<file path="src/rtl/spm_pkg.sv">
// Package for the serial port with modem lines: register map, field
// positions, reset values, bit-rate limits, frame limits and state codes.
// Assumes a 200 MHz system clock and a classic Wishbone register bus.
package spm_pkg;

    // Clock and bit-rate limits, in bit/s
    localparam int CLK_HZ       = 200_000_000;
    localparam int BAUD_LOWEST  = 300;
    localparam int BAUD_232_MAX = 115_200;
    localparam int BAUD_485_MAX = 250_000;
    localparam int BAUD_DEFAULT = 9_600;

    // Clock cycles per bit; a highest rate rounds the divisor up
    localparam int DIV_W = 20;
    localparam logic [DIV_W-1:0] DIV_MAX     = DIV_W'(CLK_HZ / BAUD_LOWEST);
    localparam logic [DIV_W-1:0] DIV_MIN_232 = DIV_W'((CLK_HZ + BAUD_232_MAX - 1) / BAUD_232_MAX);
    localparam logic [DIV_W-1:0] DIV_MIN_485 = DIV_W'((CLK_HZ + BAUD_485_MAX - 1) / BAUD_485_MAX);
    localparam logic [DIV_W-1:0] DIV_RESET   = DIV_W'(CLK_HZ / BAUD_DEFAULT);

    // Register byte offsets
    localparam logic [7:0] ADDR_CTRL   = 8'h00;
    localparam logic [7:0] ADDR_BAUD   = 8'h04;
    localparam logic [7:0] ADDR_TXDATA = 8'h08;
    localparam logic [7:0] ADDR_RXDATA = 8'h0c;
    localparam logic [7:0] ADDR_STATUS = 8'h10;
    localparam logic [7:0] ADDR_FRAME  = 8'h14;

    // Control register fields
    localparam int CTRL_W      = 9;
    localparam int C_READY     = 0;
    localparam int C_LINK485   = 1;
    localparam int C_PERF      = 2;
    localparam int C_PAR_EN    = 3;
    localparam int C_PAR_ODD   = 4;
    localparam int C_PROTO_LO  = 5;
    localparam int C_PROTO_HI  = 6;
    localparam int C_TWO_STOP  = 7;
    localparam int C_FLOW      = 8;
    localparam logic [CTRL_W-1:0] CTRL_RESET = 9'h000;

    // Framing protocol codes
    localparam logic [1:0] PROTO_FREE   = 2'h0;
    localparam logic [1:0] PROTO_BLOCK  = 2'h1;
    localparam logic [1:0] PROTO_MB_MST = 2'h2;
    localparam logic [1:0] PROTO_MB_SLV = 2'h3;

    // Sticky status flags, status bits 8 upward
    localparam int S_FRAME_ERR = 0;
    localparam int S_PAR_ERR   = 1;
    localparam int S_OVERRUN   = 2;
    localparam int S_TX_LIMIT  = 3;
    localparam int S_RX_LIMIT  = 4;
    localparam int S_RX_END    = 5;
    localparam int FLAG_W      = 6;

    // Frame length limits in bytes, and idle gaps that close a frame
    localparam int CNT_W = 12;
    localparam logic [CNT_W-1:0] FRAME_MAX_NORM    = 12'h800;
    localparam logic [CNT_W-1:0] FRAME_MAX_PERF_RX = 12'h018;
    localparam logic [CNT_W-1:0] FRAME_MAX_PERF_TX = 12'h01e;
    localparam logic [5:0]       GAP_BITS_FREE     = 6'h14;
    localparam logic [5:0]       GAP_BITS_MODBUS   = 6'h23;

    localparam int DATA_BITS = 8;
    localparam int FIFO_DEPTH = 4;

    // Character engine states
    typedef enum logic [4:0] {
        ST_IDLE  = 5'b00001,
        ST_START = 5'b00010,
        ST_DATA  = 5'b00100,
        ST_PAR   = 5'b01000,
        ST_STOP  = 5'b10000
    } spm_state_t;

endpackage : spm_pkg

</file>
<file path="src/rtl/spm_serial_port.sv">
// Serial port with modem lines: transmit FIFO, character transmitter and
// receiver, modem handshake lines and a classic Wishbone register slave.
// Assumes one 200 MHz clock, synchronous reset and asynchronous pins.
//
// Function
// - Transmit line held at one when idle
// - Request-to-send raised while data waits and the ready bit is set
// - No transmission while request-to-send is low
// - Data-terminal-ready shows device ready
// - Bit rate configurable from 300 to 250000
// - RS232 link limited to 115.2 kbps
// - 250 kbit/s allowed only on RS485
// - Frame limits: 2 kbyte, or 24/30
// - Selectable RS232 or RS422/485 link
// - Free, block and Modbus master/slave modes
//
// Local design decisions: the Wishbone slave port and the placing of the registers.
`timescale 1ns/1ps

// Small FIFO in flip-flops, valid and ready on both sides
module spm_fifo #(
    parameter int W = 8,
    parameter int D = 4
) (
    input  wire logic         clk_i,
    input  wire logic         rst_i,
    input  wire logic         in_valid_i,
    input  wire logic [W-1:0] in_data_i,
    output logic              in_ready_o,
    output logic              out_valid_o,
    output logic [W-1:0]      out_data_o,
    input  wire logic         out_ready_i
);
    localparam int AW = $clog2(D);
    localparam logic [AW:0]   FULL_CNT = (AW+1)'(D);
    localparam logic [AW-1:0] LAST_IX  = AW'(D - 1);
    logic [W-1:0]  mem [D];
    logic [AW-1:0] wr_ix;
    logic [AW-1:0] rd_ix;
    logic [AW:0]   count;
    wire           push = in_valid_i && in_ready_o;
    wire           pop  = out_valid_o && out_ready_i;
    assign in_ready_o  = (count != FULL_CNT);
    assign out_valid_o = (count != '0);
    assign out_data_o  = mem[rd_ix];
    // Pointers and occupancy
    always_ff @(posedge clk_i) begin
        if (rst_i) begin
            wr_ix <= '0;
            rd_ix <= '0;
            count <= '0;
        end else begin
            if (push) wr_ix <= (wr_ix == LAST_IX) ? '0 : wr_ix + 1'b1;
            if (pop)  rd_ix <= (rd_ix == LAST_IX) ? '0 : rd_ix + 1'b1;
            count <= count + (AW+1)'(push) - (AW+1)'(pop);
        end
    end
    // Storage write
    always_ff @(posedge clk_i) begin
        if (push) mem[wr_ix] <= in_data_i;
    end
endmodule : spm_fifo

module spm_serial_port
    import spm_pkg::*;
(
    input  wire logic        clk_i,
    input  wire logic        rst_i,
    input  wire logic        wb_cyc_i,
    input  wire logic        wb_stb_i,
    input  wire logic        wb_we_i,
    input  wire logic [7:0]  wb_adr_i,
    input  wire logic [3:0]  wb_sel_i,
    input  wire logic [31:0] wb_dat_i,
    output logic      [31:0] wb_dat_o,
    output logic             wb_ack_o,
    input  wire logic        rxd_i,
    input  wire logic        cts_i,
    input  wire logic        dsr_i,
    input  wire logic        dcd_i,
    input  wire logic        ri_i,
    output logic             txd_o,
    output logic             rts_o,
    output logic             dtr_o,
    output logic             link_485_o,
    output logic             drv_en_o
);
    // Pin synchronisers and agreement filter
    logic [4:0] pin_s1, pin_s2, pin_s3, pin_f;
    wire  [4:0] pins = {ri_i, dcd_i, dsr_i, cts_i, rxd_i};
    wire        rx_f  = pin_f[0];
    wire        cts_f = pin_f[1];
    // Three stages; a level counts once stages two and three agree
    always_ff @(posedge clk_i) begin
        if (rst_i) begin
            pin_s1 <= 5'h01;
            pin_s2 <= 5'h01;
            pin_s3 <= 5'h01;
            pin_f  <= 5'h01;
        end else begin
            pin_s1 <= pins;
            pin_s2 <= pin_s1;
            pin_s3 <= pin_s2;
            pin_f  <= (pin_s2 & pin_s3) | (pin_f & (pin_s2 ^ pin_s3));
        end
    end
    // Register storage and address decode
    logic [CTRL_W-1:0] ctrl;
    logic [DIV_W-1:0]  baud;
    logic [FLAG_W-1:0] flags;
    logic [7:0]        rx_byte;
    logic              rx_valid;
    logic [CNT_W-1:0]  tx_cnt, rx_cnt;
    wire req      = wb_cyc_i && wb_stb_i && !wb_ack_o;
    wire hit_ctrl = (wb_adr_i == ADDR_CTRL);
    wire hit_baud = (wb_adr_i == ADDR_BAUD);
    wire hit_tx   = (wb_adr_i == ADDR_TXDATA);
    wire hit_rx   = (wb_adr_i == ADDR_RXDATA);
    wire hit_stat = (wb_adr_i == ADDR_STATUS);
    wire hit_frm  = (wb_adr_i == ADDR_FRAME);
    wire       link485  = ctrl[C_LINK485];
    wire [1:0] proto    = ctrl[C_PROTO_HI:C_PROTO_LO];
    wire       modbus   = (proto == PROTO_MB_MST) || (proto == PROTO_MB_SLV);
    wire [5:0] gap_bits = modbus ? GAP_BITS_MODBUS : GAP_BITS_FREE;
    // Bit-rate clamp per link
    wire [DIV_W-1:0] div_min = link485 ? DIV_MIN_485 : DIV_MIN_232;
    wire [DIV_W-1:0] div_eff = (baud < div_min) ? div_min :
                               (baud > DIV_MAX) ? DIV_MAX : baud;
    wire [DIV_W-1:0] div_top  = div_eff - 1'b1;
    wire [DIV_W-1:0] div_half = {1'b0, div_eff[DIV_W-1:1]};
    // Frame limits by option
    wire [CNT_W-1:0] tx_lim = ctrl[C_PERF] ? FRAME_MAX_PERF_TX : FRAME_MAX_NORM;
    wire [CNT_W-1:0] rx_lim = ctrl[C_PERF] ? FRAME_MAX_PERF_RX : FRAME_MAX_NORM;
    // TX FIFO feed; a full FIFO holds off the bus acknowledge
    logic       fifo_in_ready, fifo_out_valid, fifo_pop;
    logic [7:0] fifo_out_data;
    wire tx_wr     = req && wb_we_i && hit_tx && wb_sel_i[0];
    wire tx_over   = (tx_cnt >= tx_lim);
    wire tx_stall  = tx_wr && !tx_over && !fifo_in_ready;
    wire fifo_push = tx_wr && !tx_over && fifo_in_ready;
    wire take      = req && !tx_stall;
    wire wr        = take && wb_we_i;
    wire rx_pop    = take && !wb_we_i && hit_rx;
    spm_fifo #(
        .W (DATA_BITS),
        .D (FIFO_DEPTH)
    ) u_tx_fifo (
        .clk_i       (clk_i),
        .rst_i       (rst_i),
        .in_valid_i  (fifo_push),
        .in_data_i   (wb_dat_i[7:0]),
        .in_ready_o  (fifo_in_ready),
        .out_valid_o (fifo_out_valid),
        .out_data_o  (fifo_out_data),
        .out_ready_i (fifo_pop)
    );
    // Transmitter state and send permission
    spm_state_t       tx_st;
    logic [DIV_W-1:0] tx_tmr;
    logic [2:0]       tx_bit;
    logic [7:0]       tx_sh;
    logic             tx_par, tx_stop2;
    wire tx_idle   = (tx_st == ST_IDLE);
    wire tx_tick   = (tx_tmr == '0);
    wire may_send  = rts_o && (cts_f || !ctrl[C_FLOW]);
    assign fifo_pop = tx_idle && fifo_out_valid && may_send;
    wire next_rts  = (ctrl[C_READY] && fifo_out_valid) || !tx_idle;
    wire tx_drain  = tx_idle && !fifo_out_valid && !fifo_push;
    // Character framing on the transmit side
    always_ff @(posedge clk_i) begin
        if (rst_i) begin
            tx_st    <= ST_IDLE;
            tx_tmr   <= '0;
            tx_bit   <= '0;
            tx_sh    <= '0;
            tx_par   <= 1'b0;
            tx_stop2 <= 1'b0;
            txd_o    <= 1'b1;
        end else begin
            tx_tmr <= tx_tick ? div_top : tx_tmr - 1'b1;
            unique case (tx_st)
                ST_IDLE: begin
                    txd_o <= 1'b1;
                    if (fifo_pop) begin
                        tx_st  <= ST_START;
                        tx_sh  <= fifo_out_data;
                        tx_par <= ctrl[C_PAR_ODD] ^ (^fifo_out_data);
                        tx_tmr <= div_top;
                        txd_o  <= 1'b0;
                    end
                end
                ST_START: if (tx_tick) begin
                    tx_st  <= ST_DATA;
                    tx_bit <= '0;
                    txd_o  <= tx_sh[0];
                end
                ST_DATA: if (tx_tick) begin
                    tx_bit <= tx_bit + 1'b1;
                    tx_sh  <= {1'b0, tx_sh[7:1]};
                    if (tx_bit == 3'(DATA_BITS - 1)) begin
                        tx_st    <= ctrl[C_PAR_EN] ? ST_PAR : ST_STOP;
                        txd_o    <= ctrl[C_PAR_EN] ? tx_par : 1'b1;
                        tx_stop2 <= ctrl[C_TWO_STOP];
                    end else begin
                        txd_o <= tx_sh[1];
                    end
                end
                ST_PAR: if (tx_tick) begin
                    tx_st <= ST_STOP;
                    txd_o <= 1'b1;
                end
                ST_STOP: if (tx_tick) begin
                    tx_stop2 <= 1'b0;
                    if (!tx_stop2) tx_st <= ST_IDLE;
                end
            endcase
        end
    end
    // Receiver state, bit timer and idle-gap counter
    spm_state_t       rx_st;
    logic [DIV_W-1:0] rx_tmr;
    logic [2:0]       rx_bit;
    logic [7:0]       rx_sh;
    logic             rx_par_bad;
    logic [DIV_W-1:0] gap_tmr;
    logic [5:0]       gap_cnt;
    wire rx_tick  = (rx_tmr == '0);
    wire rx_done  = (rx_st == ST_STOP) && rx_tick;
    wire rx_keep  = rx_done && rx_f && (rx_cnt < rx_lim);
    wire rx_limit = rx_done && rx_f && (rx_cnt >= rx_lim);
    wire gap_end  = (rx_st == ST_IDLE) && rx_f && (gap_cnt == gap_bits)
                    && (rx_cnt != '0);
    // Character framing on the receive side, sampled mid-bit
    always_ff @(posedge clk_i) begin
        if (rst_i) begin
            rx_st      <= ST_IDLE;
            rx_tmr     <= '0;
            rx_bit     <= '0;
            rx_sh      <= '0;
            rx_par_bad <= 1'b0;
        end else begin
            rx_tmr <= rx_tick ? div_top : rx_tmr - 1'b1;
            unique case (rx_st)
                ST_IDLE: if (!rx_f) begin
                    rx_st  <= ST_START;
                    rx_tmr <= div_half;
                end
                ST_START: if (rx_tick) begin
                    rx_st  <= rx_f ? ST_IDLE : ST_DATA;
                    rx_bit <= '0;
                end
                ST_DATA: if (rx_tick) begin
                    rx_sh  <= {rx_f, rx_sh[7:1]};
                    rx_bit <= rx_bit + 1'b1;
                    if (rx_bit == 3'(DATA_BITS - 1))
                        rx_st <= ctrl[C_PAR_EN] ? ST_PAR : ST_STOP;
                end
                ST_PAR: if (rx_tick) begin
                    rx_par_bad <= (^rx_sh) ^ rx_f ^ ctrl[C_PAR_ODD];
                    rx_st      <= ST_STOP;
                end
                ST_STOP: if (rx_tick) begin
                    rx_st <= ST_IDLE;
                end
            endcase
        end
    end
    // Idle-gap timer closing a received frame
    always_ff @(posedge clk_i) begin
        if (rst_i || rx_st != ST_IDLE || !rx_f) begin
            gap_tmr <= '0;
            gap_cnt <= '0;
        end else if (gap_tmr == div_top) begin
            gap_tmr <= '0;
            if (gap_cnt != gap_bits) gap_cnt <= gap_cnt + 1'b1;
        end else begin
            gap_tmr <= gap_tmr + 1'b1;
        end
    end
    // Received byte holding register and frame counters
    always_ff @(posedge clk_i) begin
        if (rst_i) begin
            rx_byte  <= '0;
            rx_valid <= 1'b0;
            rx_cnt   <= '0;
            tx_cnt   <= '0;
        end else begin
            if (rx_keep) begin
                rx_byte  <= rx_sh;
                rx_valid <= 1'b1;
            end else if (rx_pop) begin
                rx_valid <= 1'b0;
            end
            if (gap_end) rx_cnt <= '0;
            else if (rx_keep) rx_cnt <= rx_cnt + 1'b1;
            if (tx_drain) tx_cnt <= '0;
            else if (fifo_push) tx_cnt <= tx_cnt + 1'b1;
        end
    end
    // Sticky flag set terms; set wins over clear
    logic [FLAG_W-1:0] flag_set;
    always_comb begin
        flag_set              = '0;
        flag_set[S_FRAME_ERR] = rx_done && !rx_f;
        flag_set[S_PAR_ERR]   = rx_done && ctrl[C_PAR_EN] && rx_par_bad;
        flag_set[S_OVERRUN]   = rx_keep && rx_valid && !rx_pop;
        flag_set[S_TX_LIMIT]  = tx_wr && tx_over;
        flag_set[S_RX_LIMIT]  = rx_limit;
        flag_set[S_RX_END]    = gap_end;
    end
    wire [FLAG_W-1:0] flag_clr = (wr && hit_stat && wb_sel_i[1]) ?
                                 wb_dat_i[8 +: FLAG_W] : '0;
    // Sticky flag register
    always_ff @(posedge clk_i) begin
        if (rst_i) flags <= '0;
        else       flags <= (flags & ~flag_clr) | flag_set;
    end
    // Configuration writes honour byte lanes
    always_ff @(posedge clk_i) begin
        if (rst_i) begin
            ctrl <= CTRL_RESET;
            baud <= DIV_RESET;
        end else if (wr) begin
            if (hit_ctrl && wb_sel_i[0]) ctrl[7:0]    <= wb_dat_i[7:0];
            if (hit_ctrl && wb_sel_i[1]) ctrl[C_FLOW] <= wb_dat_i[C_FLOW];
            if (hit_baud && wb_sel_i[0]) baud[7:0]    <= wb_dat_i[7:0];
            if (hit_baud && wb_sel_i[1]) baud[15:8]   <= wb_dat_i[15:8];
            if (hit_baud && wb_sel_i[2]) baud[19:16]  <= wb_dat_i[19:16];
        end
    end
    // Read data selection
    wire [31:0] rd_stat  = {18'h0, flags, pin_f[4:1], !tx_idle, rx_valid,
                            !fifo_in_ready, !fifo_out_valid};
    wire [31:0] rd_frame = {4'h0, rx_cnt, 4'h0, tx_cnt};
    wire [31:0] rd_data  = hit_ctrl ? {23'h0, ctrl} :
                           hit_baud ? {12'h0, div_eff} :
                           hit_rx   ? {23'h0, rx_valid, rx_byte} :
                           hit_stat ? rd_stat :
                           hit_frm  ? rd_frame : 32'h0;
    // One-cycle answer; unmapped offsets read zero
    always_ff @(posedge clk_i) begin
        if (rst_i) begin
            wb_ack_o <= 1'b0;
            wb_dat_o <= '0;
        end else begin
            wb_ack_o <= take;
            wb_dat_o <= (take && !wb_we_i) ? rd_data : 32'h0;
        end
    end
    // Modem and link outputs
    always_ff @(posedge clk_i) begin
        if (rst_i) begin
            rts_o      <= 1'b0;
            dtr_o      <= 1'b0;
            link_485_o <= 1'b0;
            drv_en_o   <= 1'b0;
        end else begin
            rts_o      <= next_rts;
            dtr_o      <= ctrl[C_READY];
            link_485_o <= link485;
            drv_en_o   <= link485 && next_rts;
        end
    end
endmodule : spm_serial_port

</file>
<file path="config.mk">
export PLATFORM = sky130hd
export DESIGN_NAME = spm_serial_port
export DESIGN_NICKNAME = d
export VERILOG_FILES = /design/src/rtl/spm_pkg.sv /design/src/rtl/spm_serial_port.sv
export SDC_FILE = /design/constraint.sdc
export NUM_CORES = 1
export LEC_CHECK = 0
export ABC_CLOCK_PERIOD_IN_PS = 5500
export BUFFER_PORTS_ARGS = -buffer_cell sky130_fd_sc_hd__buf_2
export CORE_MARGIN = 5
export CORE_UTILIZATION = 55
export CTS_CLUSTER_DIAMETER = 30
export DETAILED_ROUTE_END_ITERATION = 8
export GPL_TIMING_DRIVEN = 0
export PLACE_DENSITY_LB_ADDON = 0.2
export REMOVE_ABC_BUFFERS = 1
export SLEW_MARGIN = 20
export SYNTH_ARGS = -nofsm -noshare
export SYNTH_HDL_FRONTEND = slang
export SYNTH_SLANG_ARGS = --single-unit
export TNS_END_PERCENT = 20
</file>
<file path="constraint.sdc">
create_clock -name clk_i -period 5.5 [get_ports clk_i]
set_clock_uncertainty 0.2 [all_clocks]
set_input_delay 0.55 -clock clk_i [delete_from_list [all_inputs] [get_ports clk_i]]
set_output_delay 0.55 -clock clk_i [all_outputs]
set_load 0.05 [all_outputs]
</file>
Yosys cells after proc, flatten, opt, wreduce, memory -nomap -nowiden:

Memory sizes are Yosys's and may differ from the RTL's. A register that Yosys moved wholly into a read port is not among the register bits.
Cells that the tools add are included.

* RAM bits: 32
* input bits: 54
* bits in registers: 234
* memories kept: 1
* bits in latches: 0
* output and inout bits: 38
* memory bits (read-only): 0

* divide/modulo/power cells: 0
* shift operators: 0
* order comparisons: 5
* add/sub/neg operators: 13
* multiply operators: 0
* equal/unequal tests: 39
* reductions and logical operators: 93
* multiplexer cells: 63
* bitwise operators: 12

Memory list
* u_tx_fifo.mem: words 4, bits a word 8, read ports 1, clocked after Yosys merged registers in 1, write ports 1, line spm_serial_port.sv:37 `logic [W-1:0] mem [D];`

Operators with widths (number)
* $mux 20: 12
* $mux 5: 14
* $sub 20x1->20 const B: 3
* $pmux 5 s5: 2
* $logic_and 1x1->1: 41
* $logic_not 20->1: 2
* $add 12x1->12 const B: 2
* $ge 12x12->1: 2
* $mux 12: 2
* $ne 2x2->1 const B: 12
* $add 20x1->20 const B: 1
* $eq 20x20->1: 1
* $gt 20x20->1 const B: 1
* $lt 20x11->1: 1
* $reduce_and 2->1: 9
* $eq 8x4->1 const B: 2
* $eq 8x5->1 const B: 2
* $mux 8: 2
* $pmux 8 s2: 1
* $reduce_xor 8->1: 2
* $mux 3: 5
* $mux 1: 13
* $lt 12x12->1: 1
* $mux 6: 2
* 47 further kinds: 90

Longest topological paths before layout:

Gate-level depths: netlist of the first run.

* depth in word-level cells: 16
* depth in mapped cells: 20

By module:

From an unflattened synthesis of the first run, not the netlist that was laid out.

* cell total of the unflattened synthesis: 1519
* area, all modules: 13208.9 µm²

Modules (own cells, without submodules)
* spm_serial_port: area each 11569.8 µm², instances 1, cells each 1428
* spm_fifo: area each 1639.1 µm², instances 1, cells each 91

Worst setup path before layout of the first run:

OpenSTA, ideal clock, no wires.

* kind: register to register
* start point: register ctrl[1]
* end point: register gap_tmr[12]
* arrival time: 4.765 ns
* path buffers: 3
* setup time: 0.130 ns
* stages on the path, launching flop included: 20
* path slack: 0.405 ns
* clock period less this slack: 5.095 ns
* cells stage by stage: dfxtp_1 -> inv_1 -> ha_1 -> a21oi_1 -> o21ai_0 -> o21ai_1 -> clkbuf_1 -> a21oi_1 -> a31oi_1 -> ha_1 -> clkbuf_1 -> nor2b_1 -> nand4_1 -> a211oi_1 -> xnor2_1 -> o22ai_1 -> o41a_1 -> a2111oi_4 -> buf_6 -> nor3_1

* longest elaborated chain between the ends: 6

Ends and longest elaborated chain
* from (decl): line spm_serial_port.sv:108 `logic [CTRL_W-1:0] ctrl;`
* from (signal assigned): line spm_serial_port.sv:324 `if (hit_ctrl && wb_sel_i[0]) ctrl[7:0] <= wb_dat_i[7:0];`
* from (signal, indexed assignment): line spm_serial_port.sv:325 `if (hit_ctrl && wb_sel_i[1]) ctrl[C_FLOW] <= wb_dat_i[C_FLOW];`
* $mux 11 (*): line spm_serial_port.sv:126 `wire [DIV_W-1:0] div_min = link485 ? DIV_MIN_485 : DIV_MIN_232;`
* $lt 20x11->1: line spm_serial_port.sv:127 `wire [DIV_W-1:0] div_eff = (baud < div_min) ? div_min :`
* $mux 20 (*): line spm_serial_port.sv:127
* $sub 20x1->20 (*): line spm_serial_port.sv:129 `wire [DIV_W-1:0] div_top = div_eff - 1'b1;`
* $eq 20x20->1 (*): line spm_serial_port.sv:273 `end else if (gap_tmr == div_top) begin`
* $reduce_or 2->1 (no source line) (*)
* to (signal assigned): line spm_serial_port.sv:277 `gap_tmr <= gap_tmr + 1'b1;`
* to (decl): line spm_serial_port.sv:225 `logic [DIV_W-1:0] gap_tmr;`

Every way passes the cells marked *; elsewhere a longest branch is shown, timed or not.
A chain may end at the register's enable or synchronous reset.

Final worst setup path of the first run:

* start point: register baud[8]
* end point: register gap_tmr[10]

* longest elaborated chain between the ends: 6
* elaborated cells between the ends (all ways): 7

Ends and longest elaborated chain
* from (decl): line spm_serial_port.sv:109 `logic [DIV_W-1:0] baud;`
* from (signal assigned): line spm_serial_port.sv:327 `if (hit_baud && wb_sel_i[1]) baud[15:8] <= wb_dat_i[15:8];`
* $gt 20x20->1: line spm_serial_port.sv:128 `(baud > DIV_MAX) ? DIV_MAX : baud;`
* $mux 20: line spm_serial_port.sv:128
* $mux 20 (*): line spm_serial_port.sv:127
* $sub 20x1->20 (*): line spm_serial_port.sv:129
* $eq 20x20->1 (*): line spm_serial_port.sv:273
* $reduce_or 2->1 (no source line) (*)

Marks and branches as above.

==> impl_results.md, run 1 <==
- DR WL/cell: around 19 um
- Max frequency: 188 MHz
- Internal power: 4.74 mW
- DRT Wirelength: 37.1 mm
- Gr usage total: 0.259
- FF-to-FF path depth: 17
- DRC: 0
- Total CTS buffers: 53
- YS warnings: 0
- Reg2Reg Setup Slack: 170 ps
- Top FF cell, synth: dfxtp_1
- Critical R2R Capture: gap_tmr[10]$_SDFF_PP0_
- Total iterations of the first detailed-routing run: 6
- WS Path Type: reg -> reg
- Synth Instances: ~1500
- Crit path max fanout: 9
- Dpl ws: -1710 ps
- Startpoint Class: flop
- Number of core rows: 57
- Least-Margin Pin Slew: between 1000 and 1500 ps
- # setup viols final: 0
- Tmin final: between 5000 and 6000 ps
- CTS tree: done
- Unrepaired setup endpoints after global routing: no
- Peak supply drop: 318 uV
- Clk buf depth: 3
- Hold Path Class: in -> reg
- Layout Nets: roughly 1700
- Final WS setup: roughly 170 ps
- Synthesis-to-finish area growth: 20.0%
- Die Ht: ~170 um
- Initial core utilization: 0.556
- Max Cap Viol: 0
- 1st-iter DRT viols: between 1000 and 1500
- Antenna violations before repair: 0
- GP Congestion: around 0.93
- Routed vias: 11800
- EDFF count, synth: 32
- Setup crit start: baud[8]$_SDFFE_PP1P_
- Ports: 92
- Post-synthesis cell type count: a little over 80
- Sw frac: 0.273
- PnR Total Power: ~6.5 mW
- FF+latch count, synth: between 200 and 300
- Root Buffer: clkbuf_16
- Mapped Avg Cell Area: ~8.7 um2
- Period Utilization, post-route: 0.969
- Worst r2r src: baud[8]$_SDFFE_PP1P_
- Layout cells sized above 1: 0.146
- Final Hold Viols: 0
- Setup crit end kind: flop
- Core Area: ~0.024 mm2
- Synth async-reset ratio: 0
- Diode count: 0
- Synth Cell Area: between 0.01 and 0.015 mm2
- WHS: ~2.5 ps
- Req. time, crit path: ~5700 ps
- Clk network pwr share: 0.522
- H-tree level count: 2
- Die footprint: roughly 0.028 mm2
- Largest net degree at the start of global routing: between 100 and 150
- Vias per std cell: ~6.0
- Psw: around 1.8 mW
- End of the critical path: gap_tmr[10]$_SDFF_PP0_
- Post-DP HPWL: 25.3 mm
- Overflow after GRT: 0
- First-pass GRT wire length: about 60 mm
- IO Port Bufs: 74
- Status: complete, no violations
- Combinational power share: 0.146
- Arrival time worst endpoint: roughly 5500 ps
- Num Clock Sinks: around 260
- Max-slew violation count: 0
- Vias in the first global route: roughly 11000
- Lkg Pwr: roughly 6.2 nW
- Worst skew pair latency: ~570 ps
- Seq/Total Area, Yosys: 0.417
- Pwr Density: around 400 mW/mm2
- DIE WIDTH: ~170 um
- Relative slew slack: 0.330
- Sequential fraction of design power: 0.332
- Routed Antenna Nets: 0
- Clock-pin slew on the worst setup and hold paths: ~60 ps
## state kept, by name, indices dropped and copies added (netlist names), 8 cells and up, named ones only
name / count
tx_tmr: 20
gap_tmr: 20
rx_cnt: 12
tx_sh: 8
wb_dat_o: 28
u_tx_fifo.mem: 32
rx_sh: 8
rx_byte: 8
rx_tmr: 20
tx_cnt: 12
baud: 20
ctrl: 9
## cell type report
type / instances / area, um2
clock buffers: 61 / 1430
clock inverters: 37 / 502
fillers: 1926 / 8060
inverters: 41 / 158
multi-input cells: 1163 / 7500
flip-flops and latches: 264 / 5610
well taps: 324 / 405
repair buffers: 88 / 517
## critical path, cell delays in order (launching register included)
cell and delay [ps]:
dfxtp_1 400, or4_4 560, or4_4 550, or2_2 340, nor3b_1 160, nor2_1 330
inv_1 90, ha_2 270, nor2b_4 170, and4_1 270, o211ai_1 150, mux2i_2 460
xnor2_1 200, and3_1 190, nand4_1 200, a2111oi_4 300, buf_4 220, nor3_1 60
## Yosys cell counts (4+ instances only)
cell	n	area [um2]
nand3b_1	10	75.1
nor2b_1	19	119
and4_1	8	70.1
a31oi_1	9	56.3
nand2_1	142	533
buf_4	4	30.0
or4_1	11	82.6
inv_1	41	154
o221ai_1	4	35.0
mux2i_1	57	571
or2_2	10	62.6
dfxtp_1	232	4640
o22ai_1	6	37.5
a21oi_1	93	465
clkbuf_1	67	251
nor4_1	21	131
mux4_2	8	180
a22o_1	4	35.0
and3_1	21	131
a211oi_1	31	233
or3_1	15	93.8
nand4_1	25	156
nor2_1	221	830
a21o_1	5	37.5
nor3b_1	4	30.0
buf_2	5	25.0
o21ai_0	49	245
o21a_1	7	52.6
nand3_1	43	215
nor3_1	62	310
nand2b_1	17	106
a22oi_1	6	45.0
xnor2_1	62	543
o211ai_1	13	97.6
ha_1	40	500
a311oi_1	10	87.6
xor2_1	49	429
edfxtp_1	32	961
and2_1	19	119
## metrics by stage
step / TNS (ps) / cells / area [um2] / utilization
after floorplan: 0 / 1467 / 13100 / -
after global placement: -46330 / 1865 / 13900 / 0.574
after detailed placement: -42370 / 1867 / 13900 / 0.577
after CTS: 0 / 1974 / 16000 / 0.662
after global routing: 0 / 1978 / 16100 / 0.667
final: 0 / 1978 / 16100 / 0.667
## power by group through the flow
stage               sequential [mW]  clock, mW  combinational [mW]
floorplan                      2.19          0               0.681
global placement               2.19          0               0.891
detailed placement             2.19          0               0.922
CTS                            2.16       3.42               0.939
global route                   2.17       3.54                1.06
finish                         2.16       3.40               0.953
## metal layers
layer / routed length, um / global-route usage / vias up / share of wire
met5: 0 / 0 / - / 0
met4: 908 / 0.0800 / 0 / 0.025
met3: 2520 / 0.0498 / 89 / 0.068
met2: 17400 / 0.429 / 455 / 0.47
met1: 16300 / 0.345 / 5631 / 0.44
li1: - / - / 5638 / -
## timing repair
| action | 4_1_cts | 5_1_grt |
|---|---|---|
| gates cloned | 1 | 0 |
| endpoints found under the hold margin | 3 | 0 |
| setup endpoints to repair | 35 | 26 |
| hold buffers | 3 | 0 |
| buffers inserted | 5 | 4 |
| resized for setup | 11 | 15 |
| pin swaps | 2 | 1 |
## worst min-delay path by stage
stage | from | endpoint | slack, ps | depth (start not counted)
after global placement | pin_s1[0]$_SDFF_PP1_ | pin_s2[0]$_SDFF_PP1_ | 190 | 1
after global routing | cts_i | pin_s1[1]$_SDFF_PP0_ | 10 | 2
after detailed placement | pin_s1[0]$_SDFF_PP1_ | pin_s2[0]$_SDFF_PP1_ | 190 | 1
after floorplan | pin_s1[0]$_SDFF_PP1_ | pin_s2[0]$_SDFF_PP1_ | 190 | 1
final | dsr_i | pin_s1[2]$_SDFF_PP0_ | 3 | 2
after CTS | dsr_i | pin_s1[2]$_SDFF_PP0_ | 2 | 2
## cells in the final DEF, fill, tap and decap left out, types with 42 or more instances in the layout
| cell type | count |
|---|---|
| buf_2 | 73 |
| o21ai_0 | 47 |
| mux2i_1 | 55 |
| nor3_1 | 59 |
| nor2_1 | 217 |
| xor2_1 | 49 |
| a21oi_1 | 93 |
| nand3_1 | 42 |
| clkbuf_16 | 54 |
| nand2_1 | 142 |
| dfxtp_1 | 231 |
| xnor2_1 | 62 |
## logic make-up (layout without fill, tap and decap cells)
group                    Yosys count  count (layout)  synth area share
AO/OA/AOI/OAI                    276             277             0.137
XOR/XNOR                         111             111            0.0724
adder cells (fa/ha/maj)           41              41            0.0388
buffers and inverters            121             227            0.0365
flip-flops                       264             264             0.417
multiplexers                      66              66            0.0567
other                              1               4          0.000279
AND/OR/NAND/NOR                  664             664             0.241
Power figures use the tool's default switching activity.
==> run 2: changes to the inputs <==
--- a/config.mk
+++ b/config.mk
@@ -13,6 +13,7 @@
 export DETAILED_ROUTE_END_ITERATION = 8
 export GPL_TIMING_DRIVEN = 0
 export PLACE_DENSITY_LB_ADDON = 0.2
+export RECOVER_POWER = 50
 export REMOVE_ABC_BUFFERS = 1
 export SLEW_MARGIN = 20
 export SYNTH_ARGS = -nofsm -noshare
==> impl_results.md, run 2 (same netlist as run 1, synthesis figures left out) <==
- Peak supply drop: 316 uV (was 318 uV)
- Largest regs: u_tx_fifo.mem (32), wb_dat_o (28) (unchanged)
- Total CTS buffers: 53 (unchanged)
- Pwr Density: 405 mW/mm2 (was 404 mW/mm2)
- Max frequency: 187 MHz (was 188 MHz)
- 1st-iter DRT viols: 1094 (was 1092)
- Inst Count DP: 1867 (unchanged)
- Failing checks: capacitance limit, slew limit
- Antenna violations before repair: 0 (unchanged)
- Most frequent cells in the layout: dfxtp_1, nor2_1, nand2_1, a21oi_1, xnor2_1 (was dfxtp_1, nor2_1, nand2_1, a21oi_1, buf_2)
- Routed vias: 11800 (about the same)
- # setup viols final: 0 (unchanged)
- Fin area: 0.0160 mm2 (was 0.0161 mm2)
- Routed Antenna Nets: 0 (unchanged)
- Die Ht: 166 um (unchanged)
- Max-slew violation count: 42 (was 0)
- Placement Cell Area: 0.0139 mm2 (unchanged)
- Leading cell type in the layout, fill and taps excluded: dfxtp_1 (unchanged)
- First-pass GRT wire length: 59.9 mm (unchanged)
- Hold Path Class: in -> reg (unchanged)
- Clock-pin slew on the worst setup and hold paths: 60 ps (about the same)
- DRT Wirelength: 37.1 mm (about the same)
- Tmin final: 5360 ps (was 5330 ps)
- Synthesis-to-finish area growth: 19.4% (was 20.0%)
- Startpoint Class: flop (unchanged)
- Critical path's top delay family: simple AND/OR/NAND/NOR gates (unchanged)
- Req. time, crit path: 5670 ps (about the same)
- Initial core utilization: 0.556 (unchanged)
- GP Congestion: 0.934 (unchanged)
- IO Port Bufs: 74 (unchanged)
- Worst r2r src: baud[8]$_SDFFE_PP1P_ (unchanged)
- Min-delay src: dsr_i (unchanged)
- Critical R2R Capture: gap_tmr[10]$_SDFF_PP0_ (unchanged)
- Layout cells sized above 1: 0.117 (was 0.146)
- Layout Nets: 1706 (unchanged)
- DR WL/cell: 18.8 um (was 18.7 um)
- Relative slew slack: -0.467 (was 0.330)
- Period Utilization, post-route: 0.975 (was 0.969)
- Max Cap Viol: 1 (was 0)
- Crit-path slowest cell: or4_4 (unchanged)
- Core Area: 0.0242 mm2 (unchanged)
- Hold Crit Endpoint: pin_s1[2]$_SDFF_PP0_ (unchanged)
- Overflow after GRT: 0 (unchanged)
- Fillers: 1957 (was 1926)
- Worst path bufs/invs: 2 (unchanged)
- Largest net degree at the start of global routing: 102 (unchanged)
- Lkg Pwr: 6.00 nW (was 6.19 nW)
- Setup crit end kind: flop (unchanged)
- Vias in the first global route: 11500 (unchanged)
- Number of core rows: 57 (unchanged)
- Cell depth of the worst hold path: 2 (unchanged)
- Max reg flops: 32 (unchanged)
- Root Buffer: clkbuf_16 (unchanged)
- Diode count: 0 (unchanged)
- DIE WIDTH: 166 um (unchanged)
- Worst skew pair latency: 570 ps (about the same)
- Status: finished, violations left (was complete, no violations)
- CP peak stage delay: 560 ps (about the same)
- Unrepaired setup endpoints after global routing: no (unchanged)
- Most used cell, CP: or4_4 (unchanged)
- WHS: 1.46 ps (was 2.54 ps)
- WS Path Type: reg -> reg (unchanged)
- CP Cell Sequence: or4_4, or4_4, or2_2, nor3b_1, nor2_1, inv_1, ha_2, nor2b_4, and4_1, o211ai_1, mux2i_2, xnor2_1, and3_1, nand4_1, a2111oi_4, buf_4, nor3_1 (unchanged)
- Crit path max fanout: 9 (unchanged)
- H-tree level count: 2 (unchanged)
- CTS tree: done (unchanged)
- Ports: 92 (unchanged)
- Reg2Reg Setup Slack: 140 ps (was 170 ps)
- PnR Total Power: 6.50 mW (was 6.51 mW)
- Clk buf depth: 3 (unchanged)
- Die footprint: 0.0276 mm2 (unchanged)
- Setup crit start: baud[8]$_SDFFE_PP1P_ (unchanged)
- Least-Margin Pin Slew: 2200 ps (was 1000 ps)
- Total iterations of the first detailed-routing run: 5 (was 6)
- Num Clock Sinks: 264 (unchanged)
- Vias per std cell: 5.95 (was 5.97)
- Final Hold Viols: 0 (unchanged)
- Arrival time worst endpoint: 5530 ps (was 5500 ps)
- FF-to-FF path depth: 17 (unchanged)
- Largest Register: u_tx_fifo.mem (unchanged)
- Gr usage total: 0.259 (unchanged)
- Non-filler cells, final: 1978 (unchanged)
- DRC: 0 (unchanged)
- Post-DP HPWL: 25.3 mm (unchanged)
run 2: cell types whose count changed in the layout (fill, tap and decap cells not counted), sizes merged:
cell / change
clkbuf: +44
buf: -44
run 2: layer usage:
metal / GRT usage / share of wire / up-vias
met3: 0.0498 / 0.067 / 92
met5: 0 / 0 / -
met2: 0.429 / 0.47 / 454
met1: 0.345 / 0.44 / 5594
li1: - / - / 5636
met4: 0.0800 / 0.025 / 0
run 2: final cells by class:
class                           instances  area [um2]  area share
Clock buffer                           61        1430      0.0891
Tap cell                              324         405      0.0253
Clock inverter                         37         502      0.0313
Inverter                               41         158     0.00983
Timing Repair Buffer                   88         445      0.0278
Sequential cell                       264        5610       0.350
Multi-Input combinational cell       1163        7480       0.467
run 2: worst register-to-register path, delay by kind of cell, from the launching register on:
kind            cells  cell delay [ps]
compound gates      2              450
xor+xnor            1              200
fa+ha+maj           1              270
buf+inv             2              310
flops               1              400
mux                 1              460
simple gates       10             2840
run 2: metrics by stage:
step	TNS [ps]	util	worst slack (ps)
finish	0	0.663	138
global route	0	0.663	25.2
CTS	0	0.662	70.4
detailed placement	-42370	0.577	-1710
global placement	-46330	0.574	-1700
floorplan	0	-	117
run 2: power breakdown:
part / switching, mW / internal (mW)
Combinational: 0.576 / 0.366
Sequential: 0.0992 / 2.06
Clock: 1.10 / 2.30
run 2: worst max-delay path by stage:
| stage | to | slack (ps) | depth (start not counted) |
|---|---|---|---|
| 3_3_place_gp | gap_tmr[18]$_SDFF_PP0_ | -1700 | 17 |
| 4_1_cts | gap_cnt[2]$_SDFFE_PP0P_ | 70 | 17 |
| 5_1_grt | gap_tmr[10]$_SDFF_PP0_ | 30 | 17 |
| 3_5_place_dp | gap_tmr[2]$_SDFF_PP0_ | -1710 | 17 |
| 2_1_floorplan | gap_tmr[10]$_SDFF_PP0_ | 120 | 16 |
| 6_report | gap_tmr[10]$_SDFF_PP0_ | 140 | 17 |
run 2: what timing repair did:
item,CTS,global route
gates resized for setup,11,15
buffers inserted,5,4
endpoints found under the hold margin,3,0
pin swaps,2,1
setup endpoints to repair,35,26
gates cloned,1,0
hold buffers,3,0
==> run 3: changes to the inputs <==
--- a/config.mk
+++ b/config.mk
@@ -9,11 +9,11 @@
 export BUFFER_PORTS_ARGS = -buffer_cell sky130_fd_sc_hd__buf_2
 export CORE_MARGIN = 5
 export CORE_UTILIZATION = 55
+export CTS_BUF_LIST = sky130_fd_sc_hd__clkbuf_4
 export CTS_CLUSTER_DIAMETER = 30
 export DETAILED_ROUTE_END_ITERATION = 8
 export GPL_TIMING_DRIVEN = 0
 export PLACE_DENSITY_LB_ADDON = 0.2
-export RECOVER_POWER = 50
 export REMOVE_ABC_BUFFERS = 1
 export SLEW_MARGIN = 20
 export SYNTH_ARGS = -nofsm -noshare
==> impl_results.md, run 3 (same netlist as run 1, synthesis figures left out) <==
- GP Congestion: 0.934 (unchanged)
- Total CTS buffers: 74 (was 53)
- Met3 wire len: 2.53 mm (was 2.48 mm)
- Antenna violations before repair: 1 (was 0)
- Period Utilization, post-route: 0.967 (was 0.975)
- Psw: 1.52 mW (was 1.77 mW)
- Layout cells sized above 1: 0.154 (was 0.117)
- Lkg Pwr: 5.99 nW (was 6.00 nW)
- Vias in the first global route: 11400 (was 11500)
- # setup viols final: 0 (unchanged)
- Final WS setup: 180 ps (was 138 ps)
- Layout Nets: 1757 (was 1706)
- DRC: 0 (unchanged)
- Initial core utilization: 0.556 (unchanged)
- Core Area: 0.0242 mm2 (unchanged)
- Met1 WL: 16.1 mm (was 16.2 mm)
- Max frequency: 188 MHz (was 187 MHz)
- Num Clock Sinks: 264 (unchanged)
- Max reg flops: 32 (unchanged)
- Setup crit end kind: flop (unchanged)
- Fin area: 0.0155 mm2 (was 0.0160 mm2)
- Relative slew slack: 0.371 (was -0.467)
- Total iterations of the first detailed-routing run: 8 (was 5)
- Final core area utilization: 0.641 (was 0.663)
- Dpl ws: -1710 ps (unchanged)
- Sequential fraction of design power: 0.427 (was 0.333)
- Status: complete, no violations (was finished, violations left)
- Req. time, crit path: 5780 ps (was 5670 ps)
- DRT Wirelength: 36.5 mm (was 37.1 mm)
- Pwr Density: 326 mW/mm2 (was 405 mW/mm2)
- Fillers: 2063 (was 1957)
- Hold Path Class: in -> reg (unchanged)
- Die footprint: 0.0276 mm2 (unchanged)
- Largest net degree at the start of global routing: 102 (unchanged)
- Max layer used: met4 (unchanged)
- Worst skew pair latency: 690 ps (was 570 ps)
- Post-DP HPWL: 25.3 mm (unchanged)
- Clk buf depth: 3 (unchanged)
- Max Cap Viol: 0 (was 1)
- Crit path max fanout: 10 (was 9)
- Least-Margin Pin Slew: 940 ps (was 2200 ps)
- DIE WIDTH: 166 um (unchanged)
- Ports: 92 (unchanged)
- WS Path Type: reg -> reg (unchanged)
- Largest regs: u_tx_fifo.mem (32), wb_dat_o (28) (unchanged)
- Synthesis-to-finish area growth: 15.5% (was 19.4%)
- Peak supply drop: 163 uV (was 316 uV)
- Wire length on met2: 17.0 mm (was 17.4 mm)
- Routed vias: 12000 (was 11800)
- Root Buffer: clkbuf_4 (was clkbuf_16)
- CTS tree: done (unchanged)
- Die Ht: 166 um (unchanged)
- Final Hold Viols: 0 (unchanged)
- Vias per std cell: 5.88 (was 5.95)
- First-pass GRT wire length: 58.8 mm (was 59.9 mm)
- Number of core rows: 57 (unchanged)
- Placement Cell Area: 0.0139 mm2 (unchanged)
- Most frequent cells in the layout: dfxtp_1, nor2_1, nand2_1, clkbuf_4, a21oi_1 (was dfxtp_1, nor2_1, nand2_1, a21oi_1, xnor2_1)
- DR WL/cell: 17.9 um (was 18.8 um)
- 1st-iter DRT viols: 1052 (was 1094)
- Startpoint Class: flop (unchanged)
- Internal power: 3.53 mW (was 4.73 mW)
- Combinational power share: 0.189 (was 0.145)
- Gr usage total: 0.255 (was 0.259)
- Overflow after GRT: 0 (unchanged)
- Leading cell type in the layout, fill and taps excluded: dfxtp_1 (unchanged)
- Largest Register: u_tx_fifo.mem (unchanged)
- Arrival time worst endpoint: 5600 ps (was 5530 ps)
- Setup TNS: 0 ps (unchanged)
- H-tree level count: 3 (was 2)
- Clk network pwr share: 0.385 (was 0.523)
- Max-slew violation count: 0 (was 42)
- IO Port Bufs: 74 (unchanged)
- Clock-pin slew on the worst setup and hold paths: 70 ps (was 60 ps)
- Tmin final: 5320 ps (was 5360 ps)
- Routed Antenna Nets: 0 (unchanged)
- Sw frac: 0.301 (was 0.273)
run 3: changes by cell type in the layout (fill, tap and decap cells not counted), moves of 3 or more:
cell / previous run / this run
buf_2: 31 / 73
bufinv_16: 9 / 5
clkbuf_1: 46 / 0
clkbuf_16: 54 / 0
clkbuf_4: 0 / 99
clkbuf_8: 5 / 0
clkinv_1: 0 / 11
clkinv_4: 5 / 2
clkinvlp_4: 7 / 4
dlygate4sd3_1: 3 / 32
inv_6: 6 / 1
run 3: area by class of cell:
| class | count | area (um2) | share of cell area |
|---|---|---|---|
| Tap cell | 324 | 405 | 0.0261 |
| Multi-Input combinational cell | 1163 | 7490 | 0.483 |
| Timing Repair Buffer | 118 | 815 | 0.0525 |
| Inverter | 41 | 158 | 0.0102 |
| Clock inverter | 31 | 285 | 0.0184 |
| Sequential cell | 264 | 5610 | 0.362 |
| Clock buffer | 99 | 743 | 0.0479 |
| Antenna cell | 1 | 2.50 | 0.000161 |
run 3: through the flow:
stage | hold WS [ps] | power, mW | std cells
after floorplan | 189 | 2.87 | 1467
after global placement | 191 | 3.08 | 1865
after detailed placement | 194 | 3.11 | 1867
after CTS | 38.2 | 5.07 | 2034
after global routing | 83.6 | 5.33 | 2041
final | 89.0 | 5.05 | 2041
run 3: power by group through the flow:
| stage | logic, mW | registers [mW] | clock network, mW |
|---|---|---|---|
| 2_1_floorplan | 0.681 | 2.19 | 0 |
| 3_3_place_gp | 0.891 | 2.19 | 0 |
| 3_5_place_dp | 0.922 | 2.19 | 0 |
| 4_1_cts | 0.941 | 2.15 | 1.98 |
| 5_1_grt | 1.07 | 2.17 | 2.10 |
| 6_report | 0.952 | 2.15 | 1.94 |
run 3: path summary, 6_finish.rpt:
| check | depth (start not counted) | to | from | slack, ps |
|---|---|---|---|---|
| worst max-delay path | 17 | gap_tmr[0]$_SDFF_PP0_ | baud[7]$_SDFFE_PP0P_ | 180 |
| worst min-delay path | 4 | wb_dat_o[10]$_SDFF_PP0_ | wb_adr_i[3] | 90 |
| worst max register to register | 17 | gap_tmr[0]$_SDFF_PP0_ | baud[7]$_SDFFE_PP0P_ | 180 |
| worst min register to register | 1 | pin_s2[0]$_SDFF_PP1_ | pin_s1[0]$_SDFF_PP1_ | 210 |
run 3: what timing repair did:
item                       in CTS  in global routing
gates resized for setup        13                 13
hold endpoints to repair       66                  0
setup buffers                   4                  6
gates cloned                    1                  0
hold buffers                   32                  0
pin swaps                       2                  1
setup endpoints to repair      35                 26
run 3: layer usage:
metal / track usage / vias up
met2: 0.417 / 469
li1: - / 5771
met3: 0.0438 / 79
met4: 0.0893 / 0
met5: 0 / -
met1: 0.344 / 5674
run 3: critical path, cell delays in order (launching register included):
cell and delay [ps]:
dfxtp_1 410, or4_4 580, or4_4 550, or2_2 340, nor3b_1 170, nor2_2 250
inv_1 80, ha_2 260, nor2b_2 220, and4_1 280, o211ai_1 150, mux2i_2 390
xnor2_1 190, and3_1 190, nand4_1 200, a2111oi_4 340, buf_4 240, nor3_1 60
